### config.mk
export PLATFORM = sky130hd
export DESIGN_NAME = mics_sender
export DESIGN_NICKNAME = d
export VERILOG_FILES = /design/src/common/mics_pkg.sv /design/src/mics_sender.sv
export SDC_FILE = /design/constraint.sdc
export NUM_CORES = 1
export LEC_CHECK = 0
export BUFFER_PORTS_ARGS = -buffer_cell sky130_fd_sc_hd__buf_4
export CAP_MARGIN = 20
export CORE_MARGIN = 3
export CORE_UTILIZATION = 40
export CTS_CLUSTER_DIAMETER = 30
export DETAILED_ROUTE_END_ITERATION = 8
export GPL_TIMING_DRIVEN = 0
export PLACE_DENSITY = 0.67
export SYNTH_ARGS = -nofsm -noshare
export SYNTH_HDL_FRONTEND = slang
export SYNTH_SLANG_ARGS = --single-unit
### constraint.sdc
create_clock -name clk_sys -period 2.4 [get_ports clk_sys]
set_input_delay 0.24 -clock clk_sys [delete_from_list [all_inputs] [get_ports clk_sys]]
set_output_delay 0.24 -clock clk_sys [all_outputs]
set_load 0.01 [all_outputs]
### src/common/mics_pkg.sv
// mics_pkg: constants for the modem initialisation command sender
// assumes a single 20 MHz system clock and no software-visible bus
// ****************************************************************
// ****************************************************************
package mics_pkg;
  typedef enum logic [1:0] {
    MICS_MODE_NONE = 2'h0,
    MICS_MODE_USER = 2'h1,
    MICS_MODE_PP_CH1 = 2'h2,
    MICS_MODE_PP_CH2 = 2'h3
  } mics_mode_t;
  localparam int MICS_HEAD_STD = 1000;
  localparam int MICS_LAST_STD = 1059;
  localparam int MICS_HEAD_SMALL = 200;
  localparam int MICS_LAST_SMALL = 255;
  localparam logic [7:0] MICS_CR = 8'h0D;
  localparam logic [7:0] MICS_LF = 8'h0A;
  localparam int MICS_CLK_HZ = 20000000;
  localparam int MICS_BAUD = 9600;
  localparam int MICS_BIT_CYC = MICS_CLK_HZ / MICS_BAUD;
  // error codes, held as binary numbers
  localparam logic [15:0] MICS_ERR_NONE = 16'h0000;
  localparam logic [15:0] MICS_ERR_LINE = 16'd6301;
  localparam logic [15:0] MICS_ERR_CHAR = 16'd6302;
  localparam logic [15:0] MICS_ERR_SUM = 16'd6303;
  localparam logic [15:0] MICS_ERR_FMT = 16'd6304;
  localparam logic [15:0] MICS_ERR_CMD = 16'd6305;
  localparam logic [15:0] MICS_ERR_TMO = 16'd6306;
  localparam logic [15:0] MICS_ERR_INIT = 16'd6307;
  localparam logic [15:0] MICS_ERR_NET = 16'd6308;
  localparam logic [15:0] MICS_ERR_PL_CHAR = 16'd6312;
  localparam logic [15:0] MICS_ERR_PL_SUM = 16'd6313;
  localparam logic [15:0] MICS_ERR_PL_FMT = 16'd6314;
  localparam logic [15:0] MICS_ERR_DRIVE = 16'd6320;
  localparam int MICS_NUM_EV = 12;
  typedef enum logic [4:0] {
    MICS_ST_IDLE = 5'h01,
    MICS_ST_SCAN = 5'h02,
    MICS_ST_FETCH = 5'h04,
    MICS_ST_SEND = 5'h08,
    MICS_ST_DONE = 5'h10
  } mics_state_t;
endpackage : mics_pkg

### src/mics_sender.sv
// mics_sender: sends the modem init string once after reset and keeps the error flag and code
// assumes the word store answers a read in the cycle after word_rd, and error events are one-cycle pulses
`timescale 1ns/1ps
`default_nettype none
module mics_sender #(
  parameter bit SMALL_VARIANT = 1'b0,
  parameter int BIT_CYC = mics_pkg::MICS_BIT_CYC
) (
  input wire logic clk_sys, // system clock 20 MHz
  input wire logic nrst, // async active-low reset
  input wire logic [1:0] init_mode, // modem initialisation setting
  output logic word_rd, // read strobe to word store
  output logic [15:0] word_idx_q, // word index being read
  input wire logic [15:0] word_data, // word value, valid cycle after word_rd
  input wire logic word_set, // word holds a value
  output logic txd_q, // serial data out, idle high
  output logic busy, // string scan or send in progress
  output logic sent_q, // string sent completely
  input wire logic [11:0] err_ev, // error event pulses, one per code
  input wire logic err_clr, // software clear of flag and code
  output logic serial_error_flag, // communication error flag
  output logic [15:0] serial_error_code // last error code
);
  localparam int HEAD = SMALL_VARIANT ? mics_pkg::MICS_HEAD_SMALL : mics_pkg::MICS_HEAD_STD;
  localparam int LAST = SMALL_VARIANT ? mics_pkg::MICS_LAST_SMALL : mics_pkg::MICS_LAST_STD;
  localparam logic [15:0] HEAD16 = 16'(HEAD);
  localparam logic [15:0] LAST16 = 16'(LAST);
  localparam logic [15:0] BITC16 = 16'(BIT_CYC - 1);

  // refuse bit times that the 16-bit baud counter cannot hold
  if (BIT_CYC < 2 || BIT_CYC > 65535)
  begin : g_bad_bit_cyc
    $error("mics_sender: BIT_CYC out of range");
  end

  // ****************************************************************
  // reset synchroniser
  // ****************************************************************
  logic rst_s1_q;
  logic rst_n_q;
  // two flops release reset synchronously
  always_ff @(posedge clk_sys or negedge nrst)
  begin
    if (!nrst)
    begin
      rst_s1_q <= 1'b0;
      rst_n_q <= 1'b0;
    end
    else
    begin
      rst_s1_q <= 1'b1;
      rst_n_q <= rst_s1_q;
    end
  end

  // ****************************************************************
  // mode decode and character framing
  // ****************************************************************
  mics_pkg::mics_state_t state_q;
  mics_pkg::mics_state_t state_d;
  logic mode_on;
  logic seven_bit;
  logic [15:0] scan_idx_q;
  logic term_ok_q;
  logic prev_cr_q;
  logic [15:0] last_idx_q;
  logic [7:0] ch;
  logic [10:0] frame;
  logic [10:0] shift_q;
  logic [3:0] nbits;
  logic [3:0] bit_left_q;
  logic [15:0] baud_q;
  logic baud_end;
  logic is_init_err;
  logic start_go;
  logic rd_fire;
  logic pend_q;
  logic started_q;

  // send only in the three initialisation modes
  assign mode_on = (init_mode != mics_pkg::MICS_MODE_NONE);
  // user mode is 7 data bits even parity, preset modes 8 data bits none
  assign seven_bit = (init_mode == mics_pkg::MICS_MODE_USER);
  // 7-bit characters keep only the low seven bits
  assign ch = seven_bit ? {1'b0, word_data[6:0]} : word_data[7:0];
  // lsb first: start, data, parity (user mode), stop, idle pad
  assign frame = seven_bit ? {2'b11, ^ch[6:0], ch[6:0], 1'b0} : {2'b11, ch, 1'b0};
  assign nbits = 4'hA;
  assign baud_end = (baud_q == BITC16);
  assign start_go = (state_q == mics_pkg::MICS_ST_IDLE) && !started_q && mode_on;
  assign rd_fire = (state_q == mics_pkg::MICS_ST_SCAN || state_q == mics_pkg::MICS_ST_FETCH) && !pend_q;
  assign word_rd = rd_fire;
  assign busy = (state_q == mics_pkg::MICS_ST_SCAN) || (state_q == mics_pkg::MICS_ST_FETCH)
             || (state_q == mics_pkg::MICS_ST_SEND);
  assign is_init_err = (state_q == mics_pkg::MICS_ST_SCAN) && pend_q
                    && ((!word_set && !term_ok_q) || (word_set && scan_idx_q == LAST16
                    && !(prev_cr_q && word_data[7:0] == mics_pkg::MICS_LF)));

  // ****************************************************************
  // sequencer: scan checks terminator, fetch/send transmits words
  // ****************************************************************
  always_comb
  begin
    state_d = state_q;
    case (state_q)
      mics_pkg::MICS_ST_IDLE:
      begin
        if (start_go)
        begin
          state_d = mics_pkg::MICS_ST_SCAN;
        end
      end
      mics_pkg::MICS_ST_SCAN:
      begin
        if (pend_q)
        begin
          if (is_init_err)
          begin
            state_d = mics_pkg::MICS_ST_DONE;
          end
          else if (!word_set || scan_idx_q == LAST16)
          begin
            state_d = mics_pkg::MICS_ST_FETCH;
          end
        end
      end
      mics_pkg::MICS_ST_FETCH:
      begin
        if (pend_q)
        begin
          state_d = mics_pkg::MICS_ST_SEND;
        end
      end
      mics_pkg::MICS_ST_SEND:
      begin
        if (bit_left_q == 4'h0 && baud_end)
        begin
          state_d = (scan_idx_q == last_idx_q) ? mics_pkg::MICS_ST_DONE : mics_pkg::MICS_ST_FETCH;
        end
      end
      mics_pkg::MICS_ST_DONE:
      begin
        state_d = mics_pkg::MICS_ST_DONE;
      end
      default:
      begin
        state_d = mics_pkg::MICS_ST_IDLE;
      end
    endcase
  end

  // state and read pipeline
  always_ff @(posedge clk_sys or negedge rst_n_q)
  begin
    if (!rst_n_q)
    begin
      state_q <= mics_pkg::MICS_ST_IDLE;
      pend_q <= 1'b0;
      started_q <= 1'b0;
      sent_q <= 1'b0;
    end
    else
    begin
      state_q <= state_d;
      pend_q <= rd_fire;
      started_q <= started_q | start_go;
      sent_q <= sent_q | ((state_q == mics_pkg::MICS_ST_SEND) && (state_d == mics_pkg::MICS_ST_DONE));
    end
  end

  // word index walks upward from the head index
  always_ff @(posedge clk_sys or negedge rst_n_q)
  begin
    if (!rst_n_q)
    begin
      scan_idx_q <= 16'h0000;
      word_idx_q <= 16'h0000;
      last_idx_q <= 16'h0000;
      term_ok_q <= 1'b0;
      prev_cr_q <= 1'b0;
    end
    else
    begin
      if (start_go)
      begin
        scan_idx_q <= HEAD16;
        word_idx_q <= HEAD16;
        term_ok_q <= 1'b0;
        prev_cr_q <= 1'b0;
      end
      else if (state_q == mics_pkg::MICS_ST_SCAN && pend_q)
      begin
        // last two stored characters must be CR then LF
        if (word_set)
        begin
          term_ok_q <= prev_cr_q && (word_data[7:0] == mics_pkg::MICS_LF);
          prev_cr_q <= (word_data[7:0] == mics_pkg::MICS_CR);
          last_idx_q <= scan_idx_q;
        end
        if (word_set && scan_idx_q != LAST16)
        begin
          scan_idx_q <= scan_idx_q + 16'h0001;
          word_idx_q <= scan_idx_q + 16'h0001;
        end
        else
        begin
          scan_idx_q <= HEAD16; // first empty word ends the string
          word_idx_q <= HEAD16;
        end
      end
      else if (state_q == mics_pkg::MICS_ST_SEND && bit_left_q == 4'h0 && baud_end)
      begin
        scan_idx_q <= scan_idx_q + 16'h0001;
        word_idx_q <= scan_idx_q + 16'h0001;
      end
    end
  end

  // ****************************************************************
  // serial transmitter
  // ****************************************************************
  always_ff @(posedge clk_sys or negedge rst_n_q)
  begin
    if (!rst_n_q)
    begin
      shift_q <= 11'h7FF;
      bit_left_q <= 4'h0;
      baud_q <= 16'h0000;
      txd_q <= 1'b1;
    end
    else if (state_q == mics_pkg::MICS_ST_FETCH && pend_q)
    begin
      shift_q <= {1'b1, frame[10:1]};
      txd_q <= frame[0];
      bit_left_q <= nbits - (seven_bit ? 4'h0 : 4'h1);
      baud_q <= 16'h0000;
    end
    else if (state_q == mics_pkg::MICS_ST_SEND)
    begin
      baud_q <= baud_end ? 16'h0000 : baud_q + 16'h0001;
      if (baud_end && bit_left_q != 4'h0)
      begin
        txd_q <= shift_q[0];
        shift_q <= {1'b1, shift_q[10:1]};
        bit_left_q <= bit_left_q - 4'h1;
      end
    end
    else
    begin
      txd_q <= 1'b1;
    end
  end

  // ****************************************************************
  // error flag and code
  // ****************************************************************
  logic [15:0] ev_code [mics_pkg::MICS_NUM_EV];
  logic [15:0] ev_pick [mics_pkg::MICS_NUM_EV + 1];
  logic [mics_pkg::MICS_NUM_EV-1:0] ev_all;
  logic err_q;
  logic [15:0] code_q;

  assign ev_code[0] = mics_pkg::MICS_ERR_LINE;
  assign ev_code[1] = mics_pkg::MICS_ERR_CHAR;
  assign ev_code[2] = mics_pkg::MICS_ERR_SUM;
  assign ev_code[3] = mics_pkg::MICS_ERR_FMT;
  assign ev_code[4] = mics_pkg::MICS_ERR_CMD;
  assign ev_code[5] = mics_pkg::MICS_ERR_TMO;
  assign ev_code[6] = mics_pkg::MICS_ERR_INIT;
  assign ev_code[7] = mics_pkg::MICS_ERR_NET;
  assign ev_code[8] = mics_pkg::MICS_ERR_PL_CHAR;
  assign ev_code[9] = mics_pkg::MICS_ERR_PL_SUM;
  assign ev_code[10] = mics_pkg::MICS_ERR_PL_FMT;
  assign ev_code[11] = mics_pkg::MICS_ERR_DRIVE;
  // own init failure merges with event 6
  assign ev_all = err_ev | {5'h00, is_init_err, 6'h00};
  assign ev_pick[mics_pkg::MICS_NUM_EV] = mics_pkg::MICS_ERR_NONE;

  // lowest set event wins the code
  genvar gi;
  generate
    for (gi = 0; gi < mics_pkg::MICS_NUM_EV; gi++)
    begin : g_pick
      assign ev_pick[gi] = ev_all[gi] ? ev_code[gi] : ev_pick[gi+1];
    end
  endgenerate

  // events set over a same-cycle clear; values hold otherwise
  always_ff @(posedge clk_sys or negedge rst_n_q)
  begin
    if (!rst_n_q)
    begin
      err_q <= 1'b0;
      code_q <= mics_pkg::MICS_ERR_NONE;
    end
    else if (|ev_all)
    begin
      err_q <= 1'b1;
      code_q <= ev_pick[0];
    end
    else if (err_clr)
    begin
      err_q <= 1'b0;
      code_q <= mics_pkg::MICS_ERR_NONE;
    end
  end

  assign serial_error_flag = err_q;
  assign serial_error_code = code_q;
endmodule : mics_sender
`default_nettype wire

# After elaboration in Yosys (flattened, before gate mapping)
# Cells that the tools add are included.
[totals]
register_bits = 93
output_inout_bits = 37
[op_classes]
n_addsub = 4
eq_ne = 14
n_mux = 49
n_bitwise = 4
reduce_logical = 39
[ops]
columns = ["operator", "count"]
rows = [
  ["$mux 16", 20],
  ["$mux 5", 7],
  ["$mux 11", 3],
  ["$add 16x1->16 const B", 2],
  ["$pmux 5 s5", 1],
  ["$eq 16x11->1 const B", 1],
  ["$eq 16x12->1 const B", 1],
  ["$eq 16x16->1", 1],
  ["$eq 8x4->1 const B", 2],
  ["$logic_and 1x1->1", 16],
  ["$ne 16x11->1 const B", 1],
  ["$mux 13", 1],
  ["$mux 1", 12],
  ["$mux 4", 3],
  ["$or 12x7->12", 1],
  ["$reduce_bool 2->1", 6],
  ["$reduce_or 12->1", 1],
  ["$eq 5x5->1 const B", 2],
  ["$mux 9", 1],
  ["$mux 8", 1],
  ["$reduce_xor 7->1", 1],
  ["$eq 5x1->1 const B", 1],
  ["$eq 5x2->1 const B", 1],
  ["$eq 5x3->1 const B", 1],
  ["14 further kinds", 23],
]

# Longest topological paths before layout
# Gate-level depths: netlist of run 1.
[logic_depth]
ltp_word = 20
ltp_mapped = 8
mapped_depth_nobuf = 7

# Worst setup path after synthesis of run 1
# No wires, ideal clock.
[synth_path]
kind = "register to register"
startpoint = "register bit_left_q[0]"
endpoint = "register scan_idx_q[11]"
t_arrival_ns = 1.953
t_required_ns = 2.324
path_slack_ns = 0.370
stages_incl_launch_ff = 9
synth_period_minus_slack_ns = 2.030
cell_sequence = "dfrtp_1 > inv_1 > ha_1 > nor3b_1 > and3_2 > a211oi_4 > buf_6 > or4_4 > a21oi_2"
[synth_via]
elab_chain_cells = 4
[synth_rtl]
columns = ["item", "line_no", "rtl"]
rows = [
  ["from (decl)", "mics_sender.sv:71", "logic [3:0] bit_left_q;"],
  ["from (signal assigned)", "mics_sender.sv:235", "bit_left_q <= nbits - (seven_bit ? 4'h0 : 4'h1);"],
  ["from (signal assigned)", "mics_sender.sv:245", "bit_left_q <= bit_left_q - 4'h1;"],
  ["$logic_not 4->1", "mics_sender.sv:211", "else if (state_q == mics_pkg::MICS_ST_SEND && bit_left_q == 4'h0 && baud_end)"],
  ["$logic_and 1x1->1 (2 in series)", "mics_sender.sv:211", ""],
  ["$reduce_bool 3->1 (no source line)", "-", ""],
  ["to (signal assigned)", "mics_sender.sv:202", "scan_idx_q <= scan_idx_q + 16'h0001;"],
  ["to (signal assigned)", "mics_sender.sv:213", "scan_idx_q <= scan_idx_q + 16'h0001;"],
  ["to (decl)", "mics_sender.sv:63", "logic [15:0] scan_idx_q;"],
]
# No other way between the ends.
# A chain may end at the register's enable or synchronous reset.

# Worst setup path after layout of run 1
# Same ends and word-level chain as after synthesis.

==> results of run 1 <==
[how the worst min path moves through the flow]
stage | from | end | cells past startpoint
2_1_floorplan | nrst | rst_n_q | 0
3_3_place_gp | nrst | rst_s1_q | 1
3_5_place_dp | nrst | rst_s1_q | 1
4_1_cts | err_ev[11] | serial_error_code[11] | 3
5_1_grt | err_ev[11] | serial_error_code[11] | 3
6_report | err_ev[11] | serial_error_code[11] | 3
[synth_stat cells, types with 7 or more instances]
library cell / number / share of area [%]
xnor2_1: 19 / 3.6
o31ai_1: 7 / 1.1
nand4_1: 16 / 2.2
nor2_1: 29 / 2.4
o21ai_0: 42 / 4.6
nand3_1: 19 / 2.1
and3_1: 13 / 1.8
dfstp_2: 10 / 5.7
nand2_1: 35 / 2.9
mux2_2: 16 / 3.9
clkbuf_1: 10 / 0.82
nor3_1: 21 / 2.3
inv_1: 19 / 1.5
mux2i_1: 8 / 1.7
buf_4: 9 / 1.5
ha_1: 10 / 2.7
a21oi_1: 23 / 2.5
dfrtp_1: 71 / 39
xor2_1: 8 / 1.5
[sequential cells by signal, indices dropped and copies added (netlist names), 4 cells and up]
name and flops:
bit_left_q 4, state_q 5, shift_q 8, last_idx_q 16, serial_error_code 7, scan_idx_q 16, baud_q 16
[routing by layer]
layer	up-vias	track usage [%]	share of wire, %
met3	11	4.92	4.6
li1	1883	-	-
met4	0	4.17	1.3
met2	85	29.3	49
met5	-	0	0
met1	1899	23.4	45
[kinds of logic (layout without fill, tap and decap cells)]
group	Yosys count	in the layout	synth area share, %
AO/OA/AOI/OAI	109	109	14.7
XOR/XNOR	27	27	5.14
adder cells (fa/ha/maj)	10	10	2.72
buffers and inverters	45	119	4.87
flip-flops	81	81	44.3
multiplexers	24	24	5.66
other	2	8	0.163
AND/OR/NAND/NOR	182	182	22.4
[worst min-delay path, stage by stage]
cell,delay [ns]
buf_4,0.09
nor2_1,0.06
nand3_1,0.07
[cell type report]
type | instances | area [sq um] | share of cell area (%)
Sequential cell | 81 | 2050 | 36.5
Buffer | 26 | 153 | 2.72
Timing Repair Buffer | 58 | 458 | 8.16
Clock buffer | 10 | 239 | 4.26
Multi-Input combinational cell | 360 | 2410 | 43.0
Clock inverter | 6 | 57.6 | 1.03
Tap cell | 140 | 175 | 3.12
Inverter | 19 | 71.3 | 1.27
[report_power, final]
group	internal [uW]	switching [uW]	leakage (uW)	total, uW
clock	826	550	0.000148	1380
sequential	1380	23.1	0.00102	1410
combinational	88.7	95.1	0.00131	184
[cells in the final DEF (no fill, tap or decap), drive strengths merged, types with 3 or more instances in the layout]
| cell type | instances |
|---|---|
| a22o | 3 |
| a211oi | 3 |
| mux2 | 16 |
| ha | 10 |
| nor2 | 29 |
| clkbuf | 20 |
| and4 | 5 |
| a21oi | 24 |
| nor3 | 23 |
| buf | 73 |
| nand3 | 19 |
| nand2b | 3 |
| and2 | 3 |
| dfrtp | 71 |
| and3 | 14 |
| nor2b | 6 |
| nor4 | 6 |
| or3 | 6 |
| clkinv | 4 |
| o31ai | 7 |
| xor2 | 8 |
| dfstp | 10 |
| conb | 8 |
| inv | 19 |
| xnor2 | 19 |
| mux2i | 8 |
| or4 | 4 |
| nor4b | 8 |
| o21ai | 47 |
| nand2 | 35 |
| a31oi | 3 |
| nand4 | 16 |
[what timing repair did]
| item | 4_1_cts | 5_1_grt |
|---|---|---|
| pin swaps | 1 | 2 |
| hold buffers | 1 | 0 |
| endpoints found under the setup margin | 16 | 16 |
| buffers inserted | 0 | 1 |
| hold endpoints to repair | 2 | 0 |
| gates resized for setup | 3 | 8 |
[metrics by stage]
stage	setup TNS, ns	area, sq um
2_1_floorplan	0	4630
3_3_place_gp	-0.154	5210
3_5_place_dp	-0.795	5240
4_1_cts	0	5570
5_1_grt	0	5610
6_report	0	5610
==> impl_metrics.ini, run 1 <==
[grt]
antenna_found_initial = 0
grt_pass1_vias = 3777
grt_pass1_wl_mm = 18.5
grt-ovfl-total = 0
track_usage_pct = 17.8
grt_max_degree = 58

[floorplan]
core-area_sq_mm = 0.0110
dieArea_sq_mm = 0.0128
ios = 71
die_y_um = 113
initial_core_util_pct = 41.7
num_rows = 38
die-width_um = 113

[sta]
post-route-period-util_pct = 94.3
skew_ns = 0.00872
setup_viol = 0
relSlewSlack_pct = 56.1
fin_ws_ns = 0.137
tightest_slew_ns = 0.653
fmax_mhz = 442
hold_viol = 0
whs_ns = 0.163
period_needed_ns = 2.26
rsz0062_at_grt = no
finalMaxSlewViolations = 0

[placement]
gp_congestion = 0.905
hpwl_mm = 8.10
dp_cells = 682
pre_cts_ws_ns = -0.0991
port_buffers = 55

[yosys]
synth_cell_types = 63
synth_edf_count = 0
yosysWarnings = 0
async_reset_ff_share_pct = 100
synth_seq_cells = 81
netlist_instances = 480
ys_seq_area_share_pct = 44.3
synth_area_sq_mm = 0.00460
synth.avg_cell_area_sq_um = 9.59
synth_ff_type = dfrtp_1

[cells_and_area]
nFillCells = 1045
final_cell_count_no_fill = 700
nNetsFinal = 599
antenna_cells = 0
fin_util_pct = 50.9
drive_above_1_share_pct = 25.0
synthToLayoutAreaGrowth_pct = 21.9

[setup_path]
cp.arrival_ns = 2.53
cp_max_fo = 10
slowest_delay_ns = 0.50
crit_cells = 8
r2r_cells = 8
reg2reg_from = bit_left_q[0]
cp_slowest_cell = or4_4
startpoint = bit_left_q[0]
endpoint = scan_idx_q[11]
path_class = reg2reg
crit_chain = inv_1 > ha_1 > nor3b_1 > and3_2 > a211oi_4 > buf_6 > or4_4 > a21oi_2
timing.rr.end = scan_idx_q[11]
critPathTopFamily = simple AND/OR/NAND/NOR gates
critPathLaunchType = flip-flop
cp-end-kind = flip-flop
crit_buf_inv = 2
cp.required_ns = 2.66
r2r_setup_slack_ns = 0.14

[power]
peakVddDrop_v = 0.000386
power_uw = 2970
powerDensity_mw_per_mm2 = 529
leakage_uw = 0.00247

[detailed_routing]
avgViaCountPerCell = 5.54
routed_wirelength_mm = 11.1
firstDrtPassIters = 4
wire_per_inst_um = 15.8
drcViolationCount = 0
drt-initial-drc-count = 253
vias = 3878
drtAntennaViolNets = 0

[run_status]
status = completed

[clock_network]
ctsHtreeMaxLevel = 3
cts_tree = yes
numClockSinks = 81
path_clk_slew_ns = 0.06
cts_max_path_buffers = 2
insertion_delay_ns = 0.34
cts_root_buf = clkbuf_16
cts_buffers = 9

[job]
drv_cap = 0

[min_path]
hp-class = in2reg
Power figures use the tool's default switching activity.
==> run 2, diff against run 1 <==
--- a/config.mk
+++ b/config.mk
@@ -12,7 +12,6 @@
 export CTS_CLUSTER_DIAMETER = 30
 export DETAILED_ROUTE_END_ITERATION = 8
 export GPL_TIMING_DRIVEN = 0
-export PLACE_DENSITY = 0.67
 export SYNTH_ARGS = -nofsm -noshare
 export SYNTH_HDL_FRONTEND = slang
 export SYNTH_SLANG_ARGS = --single-unit
==> run 2 against run 1 <==
Compared with the run above:
- final cell count unchanged
- register-to-register slack worse by 0.04 ns
- fmax down 1.9%
- die area unchanged
- clock skew down 0.0040 ns
- highest routed layer unchanged
- worst setup slack worse by 0.044 ns
- critical path type unchanged
- clock power down 9%
- total power down 3.8%
==> impl_metrics.ini, run 2 (same netlist as run 1, synthesis figures left out) <==
[sta]
skew_ns = 0.00477
whs_ns = 0.169
rsz0062_at_grt = no
tightest_slew_ns = 0.669
period_needed_ns = 2.31
relSlewSlack_pct = 55.1
setup_viol = 0
finalMaxSlewViolations = 0
post-route-period-util_pct = 96.1
fin_ws_ns = 0.0924
hold_viol = 0
fmax_mhz = 433

[placement]
pre_cts_ws_ns = -0.00759
port_buffers = 55
gp_congestion = 0.861
placed_area_sq_mm = 0.00524
hpwl_mm = 8.10

[cells_and_area]
drive_above_1_share_pct = 23.4
final_cell_mix = 68 x dfrtp_1, 65 x buf_4, 42 x o21ai_0, 35 x nand2_1, 29 x nor2_1
layout_commonest_cell = dfrtp_1
nNetsFinal = 599
reg_top3 = baud_q: 16 flops, last_idx_q: 16 flops, scan_idx_q: 16 flops
fin_util_pct = 50.3
fin_area_sq_mm = 0.00555
antenna_cells = 0
synthToLayoutAreaGrowth_pct = 20.5

[power]
leakage_uw = 0.00244
powerDensity_mw_per_mm2 = 515
power_uw = 2860
peakVddDrop_v = 0.000361

[clock_network]
numClockSinks = 81
path_clk_slew_ns = 0.06
ctsHtreeMaxLevel = 3
insertion_delay_ns = 0.34
cts_tree = yes
cts_root_buf = clkbuf_16
cts_buffers = 9
cts_max_path_buffers = 2

[grt]
grt-ovfl-total = 0
grt_pass1_wl_mm = 19.0
grt_max_degree = 63
antenna_found_initial = 0
track_usage_pct = 18.3
grt_pass1_vias = 3878

[setup_path]
crit_chain = inv_1 > ha_1 > nor3b_1 > and3_2 > a211oi_4 > buf_6 > or4_4 > a21oi_2
cp.required_ns = 2.67
cp_slowest_cell = or4_4
critPathTopFamily = simple AND/OR/NAND/NOR gates
slowest_delay_ns = 0.51
critPathLaunchType = flip-flop
cp.arrival_ns = 2.57
cp_max_fo = 10
path_class = reg2reg
cp-end-kind = flip-flop
crit_buf_inv = 2

[floorplan]
dieArea_sq_mm = 0.0128
num_rows = 38
initial_core_util_pct = 41.7
ios = 71
die-width_um = 113
die_y_um = 113
core-area_sq_mm = 0.0110

[detailed_routing]
firstDrtPassIters = 4
wire_per_inst_um = 16.0
routed_wirelength_mm = 11.2
drtAntennaViolNets = 0
drt-initial-drc-count = 194
drcViolationCount = 0
avgViaCountPerCell = 5.52
vias = 3866

[min_path]
hp-class = in2reg

[run_status]
status = completed

[job]
drv_cap = 0
-- run 2: cell type report --
class | instances | area [sq um]
Timing Repair Buffer | 58 | 458
Multi-Input combinational cell | 360 | 2380
Buffer | 26 | 153
Sequential cell | 81 | 2050
Tap cell | 140 | 175
Clock inverter | 1 | 5.00
Fill cell | 1051 | 5480
Clock buffer | 15 | 258
Inverter | 19 | 71.3
-- run 2: final timing paths --
check | startpoint | to | slack (ns) | cells past startpoint
min in group asynchronous | rst_n_q | scan_idx_q[3] | 0.21 | 0
worst max register to register | bit_left_q[0] | scan_idx_q[11] | 0.09 | 8
worst max-delay path | bit_left_q[0] | scan_idx_q[11] | 0.09 | 8
max in group asynchronous | rst_n_q | shift_q[6] | 1.55 | 1
worst min-delay path | err_ev[11] | serial_error_flag | 0.17 | 3
worst min register to register | rst_n_q | scan_idx_q[3] | 0.21 | 0
-- run 2: power by group --
part	switching [uW]	internal, uW	leakage [uW]
Sequential	21.2	1380	0.00102
Clock	534	730	0.000128
Combinational	98.7	88.4	0.00129
Total	654	2200	0.00244
-- run 2: stage by stage --
stage | std cells | TNS (ns)
floorplan | 486 | 0
global placement | 681 | -0.119
detailed placement | 682 | -0.00759
CTS | 699 | 0
global route | 700 | 0
finish | 700 | 0
-- run 2: tightest hold or removal path, delay by kind of cell --
kind	cells	cell delay, ns
AND/OR/NAND/NOR	2	0.14
buffers and inverters	1	0.09
-- run 2: metal layers --
layer  share of wire (%)  vias to the layer above  GRT usage [%]
met5                   0                        -              0
met4                 1.8                        0           7.05
met3                 4.4                       16           3.37
met2                  48                       89           30.3
met1                  46                     1876           23.8
li1                    -                     1885              -
-- run 2: what timing repair did --
| action | CTS | global route |
|---|---|---|
| resized for setup | 1 | 5 |
| endpoints found under the hold margin | 2 | 0 |
| buffers inserted | 0 | 1 |
| pin swaps | 0 | 2 |
| hold buffers | 1 | 0 |
| setup endpoints to repair | 1 | 17 |
==> run 3, diff against run 2 <==
--- a/config.mk
+++ b/config.mk
@@ -12,6 +12,7 @@
 export CTS_CLUSTER_DIAMETER = 30
 export DETAILED_ROUTE_END_ITERATION = 8
 export GPL_TIMING_DRIVEN = 0
+export RECOVER_POWER = 100
 export SYNTH_ARGS = -nofsm -noshare
 export SYNTH_HDL_FRONTEND = slang
 export SYNTH_SLANG_ARGS = --single-unit
==> run 3 against run 2 <==
Compared with the run above:
- count of clock-buffer cells in the layout unchanged
- sequential share of layout area up 0.78 points
- clock power about the same
- critical path depth unchanged
- critical path type unchanged
- highest routed layer unchanged
==> impl_metrics.ini, run 3 (same netlist as run 1, synthesis figures left out) <==
[sta]
post-route-period-util_pct = 96.5
fmax_mhz = 432
whs_ns = 0.169
relSlewSlack_pct = 41.4
period_needed_ns = 2.32
rsz0062_at_grt = no
skew_ns = 0.00403
hold_viol = 0
finalMaxSlewViolations = 0
setup_viol = 0
tightest_slew_ns = 0.879

[setup_path]
startpoint = bit_left_q[0]
slowest_delay_ns = 0.51
critPathTopFamily = simple AND/OR/NAND/NOR gates
crit_chain = inv_1 > ha_1 > nor3b_1 > and3_2 > a211oi_4 > buf_6 > or4_4 > a21oi_2
cp.arrival_ns = 2.58
reg2reg_from = bit_left_q[0]
cp_max_fo = 10
cp.required_ns = 2.66
path_class = reg2reg
crit_buf_inv = 2
cp-end-kind = flip-flop
cp_slowest_cell = or4_4
critPathLaunchType = flip-flop

[detailed_routing]
avgViaCountPerCell = 5.54
drtAntennaViolNets = 0
routed_wirelength_mm = 11.2
wire_per_inst_um = 16.0
drt-initial-drc-count = 227
vias = 3876
firstDrtPassIters = 5
drcViolationCount = 0

[floorplan]
core-area_sq_mm = 0.0110
initial_core_util_pct = 41.7
num_rows = 38
dieArea_sq_mm = 0.0128
die_y_um = 113
ios = 71
die-width_um = 113

[power]
netSwitchingPower_uw = 654
powerDensity_mw_per_mm2 = 524
pwr-share-comb_pct = 6.1
peakVddDrop_v = 0.000360
internal-power_uw = 2190
power_uw = 2840
seq_power_share_pct = 49.4
clkPwrFrac_pct = 44.5
leakage_uw = 0.00233
power.share.switching_pct = 23.0

[min_path]
hp-class = in2reg
worstHoldStart = err_ev[11]

[placement]
hpwl_mm = 8.10
dp_cells = 682
gp_congestion = 0.861
placed_area_sq_mm = 0.00524
port_buffers = 55

[clock_network]
cts_root_buf = clkbuf_16
cts_max_path_buffers = 2
cts_buffers = 9
path_clk_slew_ns = 0.06
insertion_delay_ns = 0.34
ctsHtreeMaxLevel = 3
cts_tree = yes
numClockSinks = 81

[grt]
grt_max_degree = 63
antenna_found_initial = 0
grt_pass1_wl_mm = 19.0
grt-ovfl-total = 0
grt_pass1_vias = 3878
track_usage_pct = 18.3

[cells_and_area]
final_cell_count_no_fill = 700
fin_util_pct = 49.1
final_cell_mix = 69 x dfrtp_1, 43 x o21ai_0, 42 x clkbuf_1, 36 x buf_4, 35 x nand2_1
antenna_cells = 0
drive_above_1_share_pct = 18.2
nNetsFinal = 599
synthToLayoutAreaGrowth_pct = 17.8
reg_top3 = baud_q: 16 flops, last_idx_q: 16 flops, scan_idx_q: 16 flops
fin_area_sq_mm = 0.00542
layout_commonest_cell = dfrtp_1

[job]
drv_cap = 0

[run_status]
status = completed
run 3: cell types whose count changed in the layout (fill, tap and decap cells not counted), sizes merged:
cell and change:
buf -31, clkbuf +31
run 3: metrics by stage:
stage | worst slack [ns] | setup TNS (ns)
finish | 0.0838 | 0
global placement | -0.0511 | -0.119
global route | 0.0229 | 0
floorplan | 0.370 | 0
detailed placement | -0.00759 | -0.00759
CTS | 0.0588 | 0
run 3: what timing repair did:
item,4_1_cts,5_1_grt
setup endpoints to repair,1,17
resized for setup,1,5
hold buffers,1,0
buffers inserted,0,1
endpoints found under the hold margin,2,0
pin swaps,0,2
run 3: path summary, 6_finish.rpt:
path	end	slack, ns	cells past startpoint
max in group asynchronous	scan_idx_q[0]	0.66	1
worst max-delay path	scan_idx_q[11]	0.08	8
min in group asynchronous	rst_n_q	0.22	2
worst min register to register	scan_idx_q[3]	0.30	0
worst min-delay path	serial_error_flag	0.17	3
worst max register to register	scan_idx_q[11]	0.08	8
run 3: worst min-delay path, stage by stage:
cell     delay, ns
buf_4         0.09
nor2_1        0.06
nand3_1       0.08
run 3: area by class of cell:
| class | count | area [sq um] |
|---|---|---|
| fillers | 1082 | 5610 |
| plain buffers | 26 | 153 |
| clock buffers | 15 | 258 |
| repair buffers | 58 | 337 |
| clock inverters | 1 | 5.00 |
| inverters | 19 | 71.3 |
| flip-flops and latches | 81 | 2040 |
| multi-input cells | 360 | 2380 |
| well taps | 140 | 175 |
run 3: layer usage:
metal  track usage (%)  vias to the layer above  routed length (um)  part of all wire, %
met2              30.3                       90                5390                   48
met3              3.37                       16                 514                  4.6
met4              7.05                        0                 206                  1.8
met1              23.8                     1880                5120                   46
li1                  -                     1890                   -                    -
met5                 0                        -                   0                    0
run 3: power groups by stage:
stage               clock, uW  sequential (uW)  combinational (uW)
finish                   1260             1400                 175
global route             1360             1410                 196
CTS                      1300             1410                 189
detailed placement          0             1430                 187
global placement            0             1450                 156
floorplan                   0             1440                78.6
